**config.mk**
```make
export PLATFORM = sky130hd
export DESIGN_NAME = serial_port_ctrl
export DESIGN_NICKNAME = d
export VERILOG_FILES = /design/src/design/serial_port_pkg.sv /design/src/design/word_fifo.sv /design/src/design/serial_port_ctrl.sv
export VERILOG_INCLUDE_DIRS = /design/src /design/src/design
export SDC_FILE = /design/constraint.sdc
export NUM_CORES = 1
export LEC_CHECK = 0
export ABC_AREA = 1
export BUFFER_PORTS_ARGS = -buffer_cell sky130_fd_sc_hd__buf_2
export CELL_PAD_IN_SITES_DETAIL_PLACEMENT = 0
export CELL_PAD_IN_SITES_GLOBAL_PLACEMENT = 1
export CORE_ASPECT_RATIO = 0.5
export CORE_MARGIN = 3
export CORE_UTILIZATION = 42
export CTS_CLUSTER_DIAMETER = 200
export DETAILED_ROUTE_END_ITERATION = 8
export GPL_TIMING_DRIVEN = 0
export PLACE_DENSITY_LB_ADDON = 0.2
export SLEW_MARGIN = 20
export SYNTH_ARGS = -nofsm -noshare
export SYNTH_HDL_FRONTEND = slang
export SYNTH_SLANG_ARGS = --single-unit
export TNS_END_PERCENT = 30
```
**constraint.sdc**
```tcl
create_clock -name clock -period 3.6 [get_ports clock]
set_clock_uncertainty 0.15 [all_clocks]
set_input_delay 0.72 -clock clock [delete_from_list [all_inputs] [get_ports clock]]
set_output_delay 0.72 -clock clock [all_outputs]
set_load 0.03 [all_outputs]
```
**src/design/serial_port_defines.svh**
```systemverilog
// register offsets, field positions, reset values and timing counts of the serial port
`ifndef SERIAL_PORT_DEFINES_SVH
`define SERIAL_PORT_DEFINES_SVH
// register byte addresses
`define FMT_CTRL_OFS   32'h40040000
`define MODE_CTRL_OFS  32'h40040004
`define FIFO_DATA_OFS  32'h40040008
`define STATUS_OFS     32'h4004000c
`define PRESCALE_OFS   32'h40040010
// frame format control fields
`define WLEN_LSB       0
`define WLEN_MSB       3
`define FMT_LSB        4
`define FMT_MSB        5
`define CLOCK_IDLE_POLARITY_BIT       6
`define CLOCK_CAPTURE_PHASE_BIT       7
`define RATE_LSB       8
`define RATE_MSB       15
// mode control fields
`define LOOP_BIT       0
`define EN_BIT         1
`define ROLE_BIT       2
`define INHIB_BIT      3
// status fields
`define ST_TX_EMPTY    0
`define ST_TX_ROOM     1
`define ST_RX_ENTRY    2
`define ST_RX_FULL     3
`define ST_BUSY        4
// reset values
`define FMT_CTRL_RST   16'h0000
`define MODE_CTRL_RST  4'h0
`define PRESCALE_RST   8'h00
// smallest half-bit step in prescaler units
`define MIN_HALF_STEP  7'h01
`endif

```
**src/design/serial_port_pkg.sv**
```systemverilog
// types shared by the serial port design
package serial_port_pkg;
   typedef enum logic [1:0] {FMT_SPI = 2'h0, FMT_SYNC_PULSE = 2'h1, FMT_HALF_DUPLEX = 2'h2,
                             FMT_UNUSED = 2'h3} frame_format_t;
   typedef enum logic [1:0] {ST_IDLE, ST_SHIFT, ST_GAP} engine_state_t;
endpackage

```
**src/design/word_fifo.sv**
```systemverilog
// flip-flop word fifo with valid/ready on both sides
`timescale 1ns/1ps
module word_fifo #(
   parameter int WIDTH = 16,
   parameter int DEPTH = 8
) (
   // clock and reset
   input  wire logic             clock,
   input  wire logic             rst_b,
   // fill side
   input  wire logic             in_valid,
   output logic                  in_ready,
   input  wire logic [WIDTH-1:0] in_data,
   // drain side
   output logic                  out_valid,
   input  wire logic             out_ready,
   output logic [WIDTH-1:0]      out_data
);
   localparam int PW = $clog2(DEPTH);
   logic [WIDTH-1:0] mem_r [DEPTH];
   logic [WIDTH-1:0] mem_nxt [DEPTH];
   logic [PW-1:0]    wr_ptr_r, wr_ptr_nxt, rd_ptr_r, rd_ptr_nxt;
   logic [PW:0]      count_r, count_nxt;
   logic             push, pop;

   ////////////////////////////////////////////////////////////////////////////////
   // honest flags straight from the entry count
   assign in_ready  = (count_r != (PW+1)'(DEPTH));
   assign out_valid = (count_r != '0);
   assign out_data  = mem_r[rd_ptr_r];
   assign push      = in_valid & in_ready;
   assign pop       = out_valid & out_ready;

   // pointer and storage update
   always_comb
   begin
      mem_nxt    = mem_r;
      wr_ptr_nxt = wr_ptr_r;
      rd_ptr_nxt = rd_ptr_r;
      count_nxt  = count_r;
      if (push)
      begin
         mem_nxt[wr_ptr_r] = in_data;
         wr_ptr_nxt        = (wr_ptr_r == PW'(DEPTH - 1)) ? '0 : wr_ptr_r + PW'(1);
      end
      if (pop)
         rd_ptr_nxt = (rd_ptr_r == PW'(DEPTH - 1)) ? '0 : rd_ptr_r + PW'(1);
      if (push && !pop)
         count_nxt = count_r + (PW+1)'(1);
      else if (pop && !push)
         count_nxt = count_r - (PW+1)'(1);
   end

   // registers
   always_ff @(posedge clock or negedge rst_b)
   begin
      if (!rst_b)
      begin
         for (int i = 0; i < DEPTH; i++)
            mem_r[i] <= '0;
         wr_ptr_r <= '0;
         rd_ptr_r <= '0;
         count_r  <= '0;
      end
      else
      begin
         mem_r    <= mem_nxt;
         wr_ptr_r <= wr_ptr_nxt;
         rd_ptr_r <= rd_ptr_nxt;
         count_r  <= count_nxt;
      end
   end
endmodule

```
**src/design/serial_port_ctrl.sv**
```systemverilog
// synchronous serial port: registers, fifos and the shift engine
// Overview of operation
// - format codes 0,1,2 select frame variant
// - spi idle clock level follows polarity bit
// - phase 0 samples on leaving edge
// - phase 1 samples on returning edge
// - bit rate is clock over divisor times rate+1
// - loopback feeds own output into receiver
// - enable bit gates all bus activity
// - role changes only while port disabled
// - master drives clock, mosi, select
// - slave drives miso, receives the rest
// - inhibit bit stops slave driving miso
// - idle master starts new word at once
// - data read pops oldest received frame
// - short frames read right-aligned, upper zeros
// - frame length is word length code plus one
// - prescale divisor even, low bit reads zero
// - room flag low only while transmit full
//
// Chosen here: the address-and-strobe port.
`timescale 1ns/1ps
`include "serial_port_defines.svh"
module serial_port_ctrl import serial_port_pkg::*; #(
   parameter int FIFO_DEPTH = 8
) (
   // clock and reset
   input  wire logic        clock,
   input  wire logic        rst_b,
   // register port
   input  wire logic [31:0] addr,
   input  wire logic [31:0] wdata,
   input  wire logic        wr_en,
   input  wire logic        rd_en,
   output logic [31:0]      rdata,
   // serial clock pin
   input  wire logic        sclk_in,
   output logic             sclk_out,
   output logic             sclk_oe,
   // master-out pin
   input  wire logic        mosi_in,
   output logic             mosi_out,
   output logic             mosi_oe,
   // master-in pin
   input  wire logic        miso_in,
   output logic             miso_out,
   output logic             miso_oe,
   // select pin
   input  wire logic        ssel_in,
   output logic             ssel_out,
   output logic             ssel_oe
);
   logic [15:0] fmt_r, fmt_nxt;
   logic [3:0]  mode_r, mode_nxt;
   logic [7:0]  pre_r, pre_nxt;
   logic [31:0] rdata_r, rdata_nxt;
   logic [3:0]  sync1_r, sync2_r;
   engine_state_t st_r, st_nxt;
   logic [6:0]  half_cnt_r, half_cnt_nxt;
   logic [7:0]  rate_cnt_r, rate_cnt_nxt;
   logic [5:0]  edge_cnt_r, edge_cnt_nxt;
   logic [4:0]  bit_cnt_r, bit_cnt_nxt;
   logic [15:0] tx_sh_r, tx_sh_nxt, rx_sh_r, rx_sh_nxt;
   logic        sclk_r, sclk_nxt, ssel_r, ssel_nxt, sclk_d_r;
   logic        tx_push, tx_room, tx_valid, tx_pop, rx_valid, rx_room, rx_pop, rx_push;
   logic [15:0] tx_head, rx_head, rx_word, len_mask;
   logic [4:0]  len;
   logic [6:0]  half_step;
   logic        en, role, loop, inhib, clock_idle_polarity, clock_capture_phase, is_spi, idle_lvl, eff_clock_capture_phase;
   logic        sclk_s, mosi_s, miso_s, selected, out_bit, rx_in;
   logic        pre_tick, tog_tick, edge_evt, leave, sample, shift;
   frame_format_t ffmt;

   ////////////////////////////////////////////////////////////////////////////////
   // configuration decode
   assign ffmt     = frame_format_t'(fmt_r[`FMT_MSB:`FMT_LSB]);
   assign is_spi   = (ffmt == FMT_SPI);
   assign clock_idle_polarity     = fmt_r[`CLOCK_IDLE_POLARITY_BIT];
   assign clock_capture_phase     = fmt_r[`CLOCK_CAPTURE_PHASE_BIT];
   assign idle_lvl = is_spi & clock_idle_polarity;
   // the pulse-framed variant captures on the falling edge, the other non-spi codes like phase 0
   assign eff_clock_capture_phase = is_spi ? clock_capture_phase : (ffmt == FMT_SYNC_PULSE);
   assign len      = {1'b0, fmt_r[`WLEN_MSB:`WLEN_LSB]} + 5'h01;
   assign len_mask = ~(16'hffff << len);
   assign loop     = mode_r[`LOOP_BIT];
   assign en       = mode_r[`EN_BIT];
   assign role     = mode_r[`ROLE_BIT];
   assign inhib    = mode_r[`INHIB_BIT];
   // divisor below two would stall the engine, so it behaves as two
   assign half_step = (pre_r[7:1] == 7'h00) ? `MIN_HALF_STEP : pre_r[7:1];

   ////////////////////////////////////////////////////////////////////////////////
   // pin synchronisers: sclk, mosi, miso, ssel
   always_ff @(posedge clock or negedge rst_b)
   begin
      if (!rst_b)
      begin
         sync1_r  <= 4'hf;
         sync2_r  <= 4'hf;
         sclk_d_r <= 1'b1;                                             // matches sync reset, no false edge
      end
      else
      begin
         sync1_r  <= {ssel_in, miso_in, mosi_in, sclk_in};
         sync2_r  <= sync1_r;
         sclk_d_r <= sync2_r[0];
      end
   end
   assign sclk_s   = sync2_r[0];
   assign mosi_s   = sync2_r[1];
   assign miso_s   = sync2_r[2];
   assign selected = ~sync2_r[3];

   ////////////////////////////////////////////////////////////////////////////////
   // fifos
   word_fifo #(.WIDTH(16), .DEPTH(FIFO_DEPTH)) tx_fifo (
      .clock     (clock),
      .rst_b     (rst_b),
      .in_valid  (tx_push),
      .in_ready  (tx_room),
      .in_data   (wdata[15:0]),
      .out_valid (tx_valid),
      .out_ready (tx_pop),
      .out_data  (tx_head)
   );
   word_fifo #(.WIDTH(16), .DEPTH(FIFO_DEPTH)) rx_fifo (
      .clock     (clock),
      .rst_b     (rst_b),
      .in_valid  (rx_push),
      .in_ready  (rx_room),
      .in_data   (rx_word),
      .out_valid (rx_valid),
      .out_ready (rx_pop),
      .out_data  (rx_head)
   );

   ////////////////////////////////////////////////////////////////////////////////
   // edge events shared by both roles
   assign pre_tick = (half_cnt_r == 7'h00);
   assign tog_tick = pre_tick && (rate_cnt_r == fmt_r[`RATE_MSB:`RATE_LSB]);
   assign edge_evt = (st_r == ST_SHIFT) &&
                     (role ? (selected && sclk_s != sclk_d_r) : tog_tick);
   // level after the edge differs from idle: the edge leaves the idle state
   assign leave    = role ? (sclk_s != idle_lvl) : (sclk_r == idle_lvl);
   assign sample   = edge_evt && (leave ^ eff_clock_capture_phase);
   assign shift    = edge_evt && !(leave ^ eff_clock_capture_phase) && (bit_cnt_r != 5'h00);
   assign out_bit  = tx_sh_r[fmt_r[`WLEN_MSB:`WLEN_LSB]];
   assign rx_in    = loop ? out_bit : (role ? mosi_s : miso_s);
   assign rx_word  = {rx_sh_r[14:0], rx_in} & len_mask;
   assign rx_push  = sample && (bit_cnt_r + 5'h01 == len);

   // shift engine next state
   always_comb
   begin
      st_nxt       = st_r;
      half_cnt_nxt = pre_tick ? half_step - 7'h01 : half_cnt_r - 7'h01;
      rate_cnt_nxt = rate_cnt_r;
      edge_cnt_nxt = edge_cnt_r;
      bit_cnt_nxt  = bit_cnt_r;
      tx_sh_nxt    = tx_sh_r;
      rx_sh_nxt    = rx_sh_r;
      sclk_nxt     = sclk_r;
      ssel_nxt     = ssel_r;
      tx_pop       = 1'b0;
      if (pre_tick)
         rate_cnt_nxt = tog_tick ? 8'h00 : rate_cnt_r + 8'h01;
      if (sample)
         rx_sh_nxt = {rx_sh_r[14:0], rx_in};
      if (shift)
         tx_sh_nxt = {tx_sh_r[14:0], 1'b0};
      if (sample)
         bit_cnt_nxt = bit_cnt_r + 5'h01;
      case (st_r)
         ST_IDLE:
         begin
            sclk_nxt     = idle_lvl;
            ssel_nxt     = (ffmt == FMT_SYNC_PULSE) ? 1'b0 : 1'b1;
            edge_cnt_nxt = 6'h00;
            bit_cnt_nxt  = 5'h00;
            rate_cnt_nxt = 8'h00;
            half_cnt_nxt = half_step - 7'h01;
            if (en && !role && tx_valid)
            begin
               tx_pop    = 1'b1;
               tx_sh_nxt = tx_head;
               ssel_nxt  = ~ssel_nxt;
               st_nxt    = ST_SHIFT;
            end
            else if (en && role && selected)
            begin
               tx_pop    = tx_valid;
               tx_sh_nxt = tx_valid ? tx_head : 16'h0000;
               st_nxt    = ST_SHIFT;
            end
         end
         ST_SHIFT:
         begin
            if (!en || (role && !selected))
               st_nxt = ST_IDLE;
            else if (role)
            begin
               if (rx_push)
               begin
                  // back-to-back slave frames under one select
                  bit_cnt_nxt = 5'h00;
                  tx_pop      = tx_valid;
                  tx_sh_nxt   = tx_valid ? tx_head : 16'h0000;
               end
            end
            else if (edge_evt)
            begin
               sclk_nxt     = ~sclk_r;
               edge_cnt_nxt = edge_cnt_r + 6'h01;
               if (edge_cnt_r + 6'h01 == {len, 1'b0})
                  st_nxt = ST_GAP;
            end
         end
         ST_GAP:
         begin
            // one half bit of released select between master frames
            ssel_nxt = (ffmt == FMT_SYNC_PULSE) ? 1'b0 : 1'b1;
            if (tog_tick || !en)
               st_nxt = ST_IDLE;
         end
         default:
            st_nxt = ST_IDLE;
      endcase
   end

   // shift engine registers
   always_ff @(posedge clock or negedge rst_b)
   begin
      if (!rst_b)
      begin
         st_r       <= ST_IDLE;
         half_cnt_r <= 7'h00;
         rate_cnt_r <= 8'h00;
         edge_cnt_r <= 6'h00;
         bit_cnt_r  <= 5'h00;
         tx_sh_r    <= 16'h0000;
         rx_sh_r    <= 16'h0000;
         sclk_r     <= 1'b0;
         ssel_r     <= 1'b1;
      end
      else
      begin
         st_r       <= st_nxt;
         half_cnt_r <= half_cnt_nxt;
         rate_cnt_r <= rate_cnt_nxt;
         edge_cnt_r <= edge_cnt_nxt;
         bit_cnt_r  <= bit_cnt_nxt;
         tx_sh_r    <= tx_sh_nxt;
         rx_sh_r    <= rx_sh_nxt;
         sclk_r     <= sclk_nxt;
         ssel_r     <= ssel_nxt;
      end
   end

   ////////////////////////////////////////////////////////////////////////////////
   // pins: master drives clock, data out and select; slave only miso
   assign sclk_out = sclk_r;
   assign mosi_out = out_bit;
   assign ssel_out = ssel_r;
   assign miso_out = out_bit;
   assign sclk_oe  = en & ~role;
   assign mosi_oe  = en & ~role;
   assign ssel_oe  = en & ~role;
   assign miso_oe  = en & role & ~inhib & selected;

   ////////////////////////////////////////////////////////////////////////////////
   // register port: writes, fifo strobes and read mux
   assign tx_push = wr_en && (addr == `FIFO_DATA_OFS);
   assign rx_pop  = rd_en && (addr == `FIFO_DATA_OFS) && rx_valid;
   assign rdata   = rdata_r;

   always_comb
   begin
      fmt_nxt   = fmt_r;
      mode_nxt  = mode_r;
      pre_nxt   = pre_r;
      rdata_nxt = 32'h00000000;
      if (wr_en)
      begin
         case (addr)
            `FMT_CTRL_OFS:  fmt_nxt = wdata[15:0];
            `MODE_CTRL_OFS:
            begin
               mode_nxt[`LOOP_BIT]  = wdata[`LOOP_BIT];
               mode_nxt[`EN_BIT]    = wdata[`EN_BIT];
               mode_nxt[`INHIB_BIT] = wdata[`INHIB_BIT];
               if (!en)
                  mode_nxt[`ROLE_BIT] = wdata[`ROLE_BIT];
            end
            `PRESCALE_OFS:  pre_nxt = {wdata[7:1], 1'b0};
            default:        pre_nxt = pre_r;
         endcase
      end
      if (rd_en)
      begin
         case (addr)
            `FMT_CTRL_OFS:  rdata_nxt = {16'h0000, fmt_r};
            `MODE_CTRL_OFS: rdata_nxt = {28'h0000000, mode_r};
            `FIFO_DATA_OFS: rdata_nxt = {16'h0000, rx_valid ? rx_head : 16'h0000};
            `STATUS_OFS:    rdata_nxt = {27'h0000000, (st_r != ST_IDLE) || tx_valid,
                                         ~rx_room, rx_valid, tx_room, ~tx_valid};
            `PRESCALE_OFS:  rdata_nxt = {24'h000000, pre_r};
            default:        rdata_nxt = 32'h00000000;
         endcase
      end
   end

   always_ff @(posedge clock or negedge rst_b)
   begin
      if (!rst_b)
      begin
         fmt_r   <= `FMT_CTRL_RST;
         mode_r  <= `MODE_CTRL_RST;
         pre_r   <= `PRESCALE_RST;
         rdata_r <= 32'h00000000;
      end
      else
      begin
         fmt_r   <= fmt_nxt;
         mode_r  <= mode_nxt;
         pre_r   <= pre_nxt;
         rdata_r <= rdata_nxt;
      end
   end

   ////////////////////////////////////////////////////////////////////////////////
   // checks; helper counts cycles between master clock toggles
   logic [15:0] since_tog_r;
   always_ff @(posedge clock or negedge rst_b)
   begin
      if (!rst_b)
         since_tog_r <= 16'h0000;
      else
         since_tog_r <= (edge_evt || st_r != ST_SHIFT) ? 16'h0000 : since_tog_r + 16'h0001;
   end
endmodule

```
Word-level counts from Yosys, hierarchy flattened

Index checks and enable logic that the tools add are counted.

Register bits after elaboration: 405
Bits of input ports: 72
Output and inout bits: 40
Logic and storage cells: 236

$add $sub $neg: 14
Magnitude comparators: 7
Equality and inequality tests: 28
Shifts and indexed selects: 1
Muxes and demuxes: 74
Bitwise gates (word level): 23
Reductions and logical operators: 50

Operators with widths:

| cell                                                      | number |
|---|---|
| bitwise mux 128 bit                                       | 2 |
| two-way mux 16 bit                                        | 15 |
| equality test 32 x 31 -> 1 bit (second input constant)    | 5 |
| binary-select mux 16 bit (select 3 bit)                   | 2 |
| demux 16 bit (select 3 bit)                               | 2 |
| case mux 16 bit (5 select lines)                          | 1 |
| case mux 16 bit (2 select lines)                          | 1 |
| two-way mux 8 bit                                         | 3 |
| logical AND 1 bit                                         | 21 |
| two-way mux 7 bit                                         | 3 |
| two-way mux 5 bit                                         | 4 |
| two-way mux 6 bit                                         | 3 |
| AND 16 bit                                                | 1 |
| greater-or-equal comparator 4 bit (second input constant) | 4 |
| two-way mux 1 bit                                         | 16 |
| two-way mux 4 bit                                         | 4 |
| NOT 16 bit                                                | 1 |
| NOT 3 -> 4 bit                                            | 4 |
| << shifter 16 x 5 -> 16 bit (first input constant)        | 1 |
| logical NOT 7 bit                                         | 2 |
| two-way mux 2 bit                                         | 7 |
| subtractor 7 x 1 -> 7 bit (second input constant)         | 2 |
| adder 3 x 1 -> 3 bit (second input constant)              | 4 |
| equality test 3 bit (second input constant)               | 4 |
| other kinds (39)                                          | 85 |

Depth between registers and ports, before layout

Gate-level depths: netlist of the first run.

Word-level depth: 15
Mapped depth: 23

Modules after synthesis

Synthesis of the first run repeated with hierarchy kept, for this count alone.

Cells, all modules: 3,111
Area total of the unflattened synthesis: 22,353.9 um^2

By module, submodules not included:

| module               | times used | cells an instance | area each (um^2) | sequential area each (um^2) |
|---|---|---|---|---|
| word_fifo at rx_fifo | 1          | 1,091             | 7,744.9          | 3,453.3 |
| word_fifo at tx_fifo | 1          | 1,092             | 7,694.9          | 3,453.3 |
| serial_port_ctrl     | 1          | 928               | 6,914.1          | 2,840.2 |

Worst setup path before layout of the first run

No wires, ideal clock.

Path type: reg2reg
Start point: register half_cnt_r[0]
End point: register tx_fifo.count_r[3]
Arrival time: 3.149 ns
Data required time: 3.329 ns
Slack: 0.180 ns
Cell stages (with the launch flop): 24
Clock period less this slack: 3.420 ns
Cell sequence: dfrtp_1 inv_1 ha_1 nand2_1 nor2_2 nand2_1 nor2_1 nand3_1 nand2_2 nand2_1 nor2_1 nand3_1 nand2_1 buf_2 inv_1 ha_1 inv_1 ha_1 a21o_1 a21oi_1 nor2_1 nor2_1 nand2_1 xor2_1

Word-level cells in the longest chain between the ends: 14
Elaborated cells on any way between the ends: 16
Those cells by class: mux: 6; bitwise: 1; reduce/logical: 9

RTL lines:

| item                                                           | RTL line                | text |
|---|---|---|
| from (decl)                                                    | serial_port_ctrl.sv:59  | `logic [6:0] half_cnt_r, half_cnt_nxt;` |
| from (signal assigned)                                         | serial_port_ctrl.sv:248 | `half_cnt_r <= half_cnt_nxt;` |
| logical NOT 7 bit (*)                                          | serial_port_ctrl.sv:139 | `assign pre_tick = (half_cnt_r == 7'h00);` |
| logical AND 1 bit (*)                                          | serial_port_ctrl.sv:140 | `` assign tog_tick = pre_tick && (rate_cnt_r == fmt_r[`RATE_MSB:`RATE_LSB]); `` |
| two-way mux 1 bit (*)                                          | serial_port_ctrl.sv:142 | `(role ? (selected && sclk_s != sclk_d_r) : tog_tick);` |
| logical AND 1 bit (*)                                          | serial_port_ctrl.sv:141 | `assign edge_evt = (st_r == ST_SHIFT) &&` |
| logical AND 1 bit (*)                                          | serial_port_ctrl.sv:145 | `assign sample = edge_evt && (leave ^ eff_clock_capture_phase);` |
| logical AND 1 bit (*)                                          | serial_port_ctrl.sv:150 | `assign rx_push = sample && (bit_cnt_r + 5'h01 == len);` |
| two-way mux 1 bit (*)                                          | serial_port_ctrl.sv:202 | `if (rx_push)` |
| two-way mux 1 bit (*)                                          | serial_port_ctrl.sv:200 | `else if (role)` |
| two-way mux 1 bit (*)                                          | serial_port_ctrl.sv:198 | `if (!en \|\| (role && !selected))` |
| case mux 1 bit (2 select lines) (*)                            | serial_port_ctrl.sv:173 | `case (st_r)` |
| AND 1 bit (*)                                                  | word_fifo.sv:32         | `assign pop = out_valid & out_ready;` |
| logical NOT 1 bit                                              | word_fifo.sv:48         | `if (push && !pop)` |
| logical AND 1 bit                                              | word_fifo.sv:48         |  |
| two-way mux 4 bit / nonzero test 2 bit (equally long branches) | -                       |  |
| to (signal assigned)                                           | word_fifo.sv:70         | `count_r <= count_nxt;` |
| to (decl)                                                      | word_fifo.sv:23         | `logic [PW:0] count_r, count_nxt;` |

Mark *: on every way between the ends. The rest lies on a longest branch, timed or not.
A chain may end at the register's enable or synchronous reset.

Worst setup path after layout of the first run

Start point: register mode_r[2]
End point: output port miso_oe

Word-level cells in the longest chain between the ends: 3

RTL lines:

| item                    | RTL line                | text |
|---|---|---|
| from (decl)             | serial_port_ctrl.sv:54  | `logic [3:0] mode_r, mode_nxt;` |
| from (signal assigned)  | serial_port_ctrl.sv:317 | `` mode_r <= `MODE_CTRL_RST; `` |
| from (signal assigned)  | serial_port_ctrl.sv:324 | `mode_r <= mode_nxt;` |
| AND 1 bit (3 in series) | serial_port_ctrl.sv:268 | `assign miso_oe = en & role & ~inhib & selected;` |
| to (decl)               | serial_port_ctrl.sv:47  | `output logic miso_oe,` |

No other way between the ends.

==> results of run 1 <==
metrics by stage:
stage / hold slack (ns) / setup TNS (ns) / util / instances
global placement: 0.197 / -2431.96 / 0.458 / 3043
CTS: 0.107 / -0.0111 / 0.492 / 3120
floorplan: 0.195 / 0 / - / 2376
finish: 0.131 / 0 / 0.496 / 3127
detailed placement: 0.197 / -2.48 / 0.461 / 3047
global route: 0.102 / -0.0144 / 0.496 / 3127
layout make-up:
cell class,instances,share of cell area
Tap cell,588,0.0335
Multi-Input combinational cell,1701,0.377
Clock inverter,8,0.00650
Clock buffer,57,0.0518
Buffer,144,0.0325
Sequential cell,389,0.444
Timing Repair Buffer,98,0.0293
Inverter,142,0.0248
kinds of logic (layout without fill, tap and decap cells):
group	count (synthesis)	after routing
fa+ha+maj	26	26
flops	389	389
mux	4	4
buf+inv	286	449
simple gates	1022	1022
other cells	1	16
compound gates	610	610
xor+xnor	23	23
worst paths after layout:
check | slack, ns | end | cells past startpoint | start
worst max-delay path | 0.17 | miso_oe | 7 | mode_r[2]
worst min-delay path | 0.13 | sync1_r[1] | 1 | mosi_in
worst max register to register | 0.20 | rx_fifo.count_r[3] | 19 | fmt_r[0]
worst min register to register | 0.21 | sync2_r[2] | 0 | sync1_r[2]
max in group asynchronous | 1.49 | tx_fifo.mem_r[33] | 4 | rst_b
min in group asynchronous | 0.55 | rx_fifo.mem_r[19] | 2 | rst_b
per-layer routing:
metal | track usage | vias up
met4 | 0.0704 | 0
li1 | - | 8087
met3 | 0.0384 | 91
met1 | 0.365 | 8062
met2 | 0.412 | 456
met5 | 0 | -
layout by cell type, fill, tap and decap left out, types with 18 or more instances in the layout:
| master | synthesis | final |
|---|---|---|
| clkbuf_1 | 80 | 91 |
| ha_1 | 24 | 18 |
| dfrtp_1 | 379 | 378 |
| o221ai_1 | 28 | 28 |
| inv_1 | 136 | 131 |
| nand2_1 | 635 | 631 |
| buf_4 | 21 | 34 |
| o21ai_0 | 418 | 418 |
| o21ai_1 | 23 | 23 |
| nor2_1 | 258 | 255 |
| clkbuf_16 | 0 | 41 |
| a21oi_1 | 53 | 51 |
| nand4_1 | 23 | 23 |
| nand3_1 | 68 | 64 |
| o22ai_1 | 42 | 42 |
| buf_2 | 34 | 111 |
power breakdown:
group | internal, mW | switching [mW] | total [mW]
Sequential | 4.39 | 0.0174 | 4.41
Clock | 2.47 | 1.77 | 4.24
Combinational | 0.0799 | 0.208 | 0.288
Total | 6.94 | 2.00 | 8.93
what timing repair did:
| item | 4_1_cts | 5_1_grt |
|---|---|---|
| hold endpoints to repair | 48 | 0 |
| pin swaps | 8 | 8 |
| gates cloned | 0 | 0 |
| setup buffers | 7 | 7 |
| resized for setup | 20 | 23 |
| setup endpoints to repair | 7 | 3 |
| hold buffers | 1 | 0 |
registers in the layout (all words and copies together), names as in the netlist, 4 cells and up:
register,flops
rx_sh_r,15
rx_fifo.count_r,4
tx_fifo.count_r,4
tx_fifo.mem_r,128
half_cnt_r,7
rate_cnt_r,8
mode_r,4
edge_cnt_r,6
pre_r,7
sync1_r,4
tx_sh_r,16
rdata,16
sync2_r,4
bit_cnt_r,5
rx_fifo.mem_r,128
fmt_r,16
worst max-delay path, cell delays in order (launching register included):
cell        delay [ns]
dfrtp_1           0.47
clkinvlp_4        0.21
buf_12            0.16
nor3_4            0.32
inv_1             0.10
clkbuf_1          0.28
nor2_1            0.24
buf_2             0.23
==> impl_metrics.ini, run 1 <==
[global_routing]
grt_use_total = 0.256
grt_pass1_wl_mm = 95.6
grt.overflow.total = 0
grt_max_degree = 98
grt_antenna_before_repair = 0
grt_pass1_vias = 16245

[yosys]
synth_compound_area_frac = 0.176
async_reset_ff_frac = 1.00
synth_top_family_by_area = simple AND/OR/NAND/NOR gates
synth_cells = 2361
synth.avg_cell_area_sq_um = 8.07
synth.cell_area_sq_um = 19000
synth_top_area_share = 0.498
synthXorXnorAreaFrac = 0.0106
ys_warn_count = 0
ys_types = 52
ys_ff_latch = 389
synth_fa_ha_area_frac = 0.0179
synth_edf_count = 0
synthFlopType = dfrtp_1
ys_top_cells_by_area = dfrtp_1 50%, nand2_1 13%, o21ai_0 11%
yosysSeqAreaShare = 0.512
synthTopCellsByCount = 635 x nand2_1, 418 x o21ai_0, 379 x dfrtp_1
synth_most_common_cell = nand2_1
yosys.area_share.simple = 0.217
synth_mux_area_frac = 0.00223
synth_top_area_cell = dfrtp_1

[clock_network]
clockBufferDepth = 3
htreeDepth = 2
root_buffer = clkbuf_16
insertion_delay_ns = 0.54
cts_buffers = 38
cts_sinks = 389
cts_tree = built
path_clk_slew_ns = 0.06

[layout]
final_nets = 2612
diodes = 0
fillers = 4409
drive_gt1_frac = 0.113
seqCellArea_sq_um = 9750
areaGrowthSynthToFinish_pct = 15.1
postLayoutCellArea_sq_um = 21900
multi_input_area_sq_um = 8270

[sta]
fmax_mhz = 291
tightest_slew_ns = 1.04
worst_slack_ns = 0.169
finalHoldViolCount = 0
slew_violations = 0
setup_viol = 0
final.min_clock_period_ns = 3.43
relSlewSlack = 0.303
post-route-period-util = 0.953

[flow_run]
cap_violations = 0

[place]
dpl.hpwl_mm = 43.5
gp_congestion = 0.855
dp_worst_setup_slack_ns = -0.698
place_area_sq_um = 20400
io_buffers = 79

[critical_path]
end_kind = primary output
crit_fanout = 10
required_ns = 2.73
critPathKind = reg2out
crit_path_start_kind = flip-flop
arrival_ns = 2.56

[status]
status = completed

[route]
top_layer = met4
met3_wirelength_mm = 3.58
first_iter_violations = 1467
ant_nets = 0
drt-met1-wl_mm = 28.3
wl_per_cell_um = 19.6
drt_pass1_iterations = 5
num_vias = 16696
routed_wl_mm = 61.3
drc = 0
vias_per_cell = 5.34
wl_met2_mm = 27.9

[power]
p_leak_nw = 10.2
power_density_nw_per_um2 = 407
power_mw = 8.93
vdd_drop_max_mv = 0.287

[floorplanning]
io_pins = 112
die_area_sq_um = 48100
core_sq_um = 44200
fp.dieW_um = 307
die_h_um = 157
rows = 54
initial_core_util = 0.431

[min_path]
hp-class = in2reg
Power figures use the tool's default switching activity.
==> inputs of run 2 (changes only) <==
==> constraint.sdc (replaced) <==
create_clock -name clock -period 3.6 [get_ports clock]
set_clock_uncertainty 0.15 [all_clocks]
set_input_delay 0.54 -clock clock [delete_from_list [all_inputs] [get_ports clock]]
set_output_delay 0.54 -clock clock [all_outputs]
set_load 0.03 [all_outputs]
==> impl_metrics.ini, run 2 (same netlist as run 1, synthesis figures left out) <==
[route]
ant_nets = 0
wl_per_cell_um = 19.6
num_vias = 16787
routed_wl_mm = 61.3
vias_per_cell = 5.37
first_iter_violations = 1413
drc = 0
drt_pass1_iterations = 6

[floorplanning]
initial_core_util = 0.431
fp.dieW_um = 307
io_pins = 112
rows = 54
die_h_um = 157
core_sq_um = 44200
die_area_sq_um = 48100

[power]
power_density_nw_per_um2 = 407
p_leak_nw = 10.2
vdd_drop_max_mv = 0.285

[min_path]
hp-class = in2reg

[clock_network]
clockBufferDepth = 3
cts_buffers = 38
cts_sinks = 389
path_clk_slew_ns = 0.07
cts_tree = built
htreeDepth = 2
insertion_delay_ns = 0.54
root_buffer = clkbuf_16

[sta]
setup_viol = 0
relSlewSlack = 0.308
post-route-period-util = 0.949
slew_violations = 0
finalHoldViolCount = 0
tightest_slew_ns = 1.03
worst_slack_ns = 0.183
whs_ns = 0.119
final.min_clock_period_ns = 3.42
fmax_mhz = 293

[layout]
multi_input_area_sq_um = 8260
largest_registers = rx_fifo.mem_r (128), tx_fifo.mem_r (128)
final_nets = 2613
seqCellArea_sq_um = 9750
drive_gt1_frac = 0.111
diodes = 0
fillers = 4415
areaGrowthSynthToFinish_pct = 15.1
final_cell_mix = 631 x nand2_1, 418 x o21ai_0, 378 x dfrtp_1
layout_commonest_cell = nand2_1
utilization = 0.496

[critical_path]
worst-path-buf-inv = 4
crit_end = rx_fifo.count_r[3]
crit_fanout = 10
arrival_ns = 3.73
r2r_start = fmt_r[0]
required_ns = 3.91
crit_path_start = fmt_r[0]
cp_top_family = simple AND/OR/NAND/NOR gates
critPathKind = reg2reg
r2r-end = rx_fifo.count_r[3]
crit_path_cell_trace = ha_4 -> inv_1 -> ha_4 -> inv_2 -> nand3_1 -> nand2_1 -> nand3_2 -> nor2_4 -> nand4_4 -> nor2_8 -> buf_8 -> ha_4 -> inv_2 -> ha_1 -> a21o_1 -> a21oi_2 -> nor2_1 -> nor2_1 -> xor2_1
cp.depth = 19
r2r_cells = 19
slowest_delay_ns = 0.47
ff2ff_setup_slack_ns = 0.18
end_kind = flip-flop
crit_path_start_kind = flip-flop
critical-path-slowest-cell = dfrtp_2
cpMostUsedCell = ha_4

[place]
dp_worst_setup_slack_ns = -0.698
dpl.hpwl_mm = 43.5
gp_congestion = 0.855
io_buffers = 79

[global_routing]
grt_pass1_vias = 16288
grt_max_degree = 98
grt.overflow.total = 0
grt_antenna_before_repair = 0
grt_pass1_wl_mm = 95.8
grt_use_total = 0.257

[status]
status = completed

[flow_run]
cap_violations = 0
==> run 2: layout make-up <==
class | count | area share
plain buffers | 144 | 0.0325
clock buffers | 57 | 0.0518
clock inverters | 8 | 0.00651
inverters | 142 | 0.0246
multi-input cells | 1701 | 0.377
flip-flops and latches | 389 | 0.445
well taps | 588 | 0.0336
repair buffers | 99 | 0.0296
==> run 2: layer usage <==
layer  vias up  routed length [um]  track usage
met5         -                   0            0
met4         0                1460       0.0685
met3        88                3540       0.0384
met2       471               27900        0.413
met1      8137               28400        0.365
li1       8091                   -            -
==> run 2: worst reg2reg max path, stage by stage, from the launching register on <==
cell and delay [ns]:
dfrtp_2 0.47, ha_4 0.20, inv_1 0.09, ha_4 0.23, inv_2 0.06, nand3_1 0.07
nand2_1 0.09, nand3_2 0.10, nor2_4 0.18, nand4_4 0.21, nor2_8 0.15, buf_8 0.15
ha_4 0.14, inv_2 0.05, ha_1 0.28, a21o_1 0.19, a21oi_2 0.16, nor2_1 0.05
nor2_1 0.14, xor2_1 0.18
==> run 2: what timing repair did <==
item                       in CTS  in global routing
hold buffers                    5                  0
resized for setup              18                 22
hold endpoints to repair       52                  0
pin swaps                       8                  8
setup endpoints to repair       6                  4
setup buffers                   8                  3
==> run 2: worst min-delay path by stage <==
| stage | end | cells past startpoint | slack [ns] | start |
|---|---|---|---|---|
| after CTS | tx_fifo.mem_r[19] | 3 | 0.1 | wdata[3] |
| final | tx_fifo.mem_r[19] | 3 | 0.12 | wdata[3] |
| after floorplan | bit_cnt_r[0] | 0 | 0.09 | rst_b |
| after global placement | sync2_r[2] | 0 | 0.20 | sync1_r[2] |
| after detailed placement | sync2_r[2] | 0 | 0.20 | sync1_r[2] |
| after global routing | tx_fifo.mem_r[19] | 3 | 0.13 | wdata[3] |
==> run 2: where the power goes <==
part | internal [mW] | switching (mW) | leakage, nW
Clock | 2.47 | 1.76 | 0.623
Combinational | 0.0826 | 0.208 | 4.22
Sequential | 4.39 | 0.0173 | 5.36
==> run 2: through the flow <==
step                      total power [mW]  TNS [ns]  area, sq um  instances
after global placement                4.76  -2361.94        20200       3043
final                                 8.93         0        21900       3128
after detailed placement              4.77     -2.48        20400       3047
after global routing                  9.24   -0.0130        21900       3128
after CTS                             9.01         0        21800       3125
after floorplan                       4.59         0        19100       2376
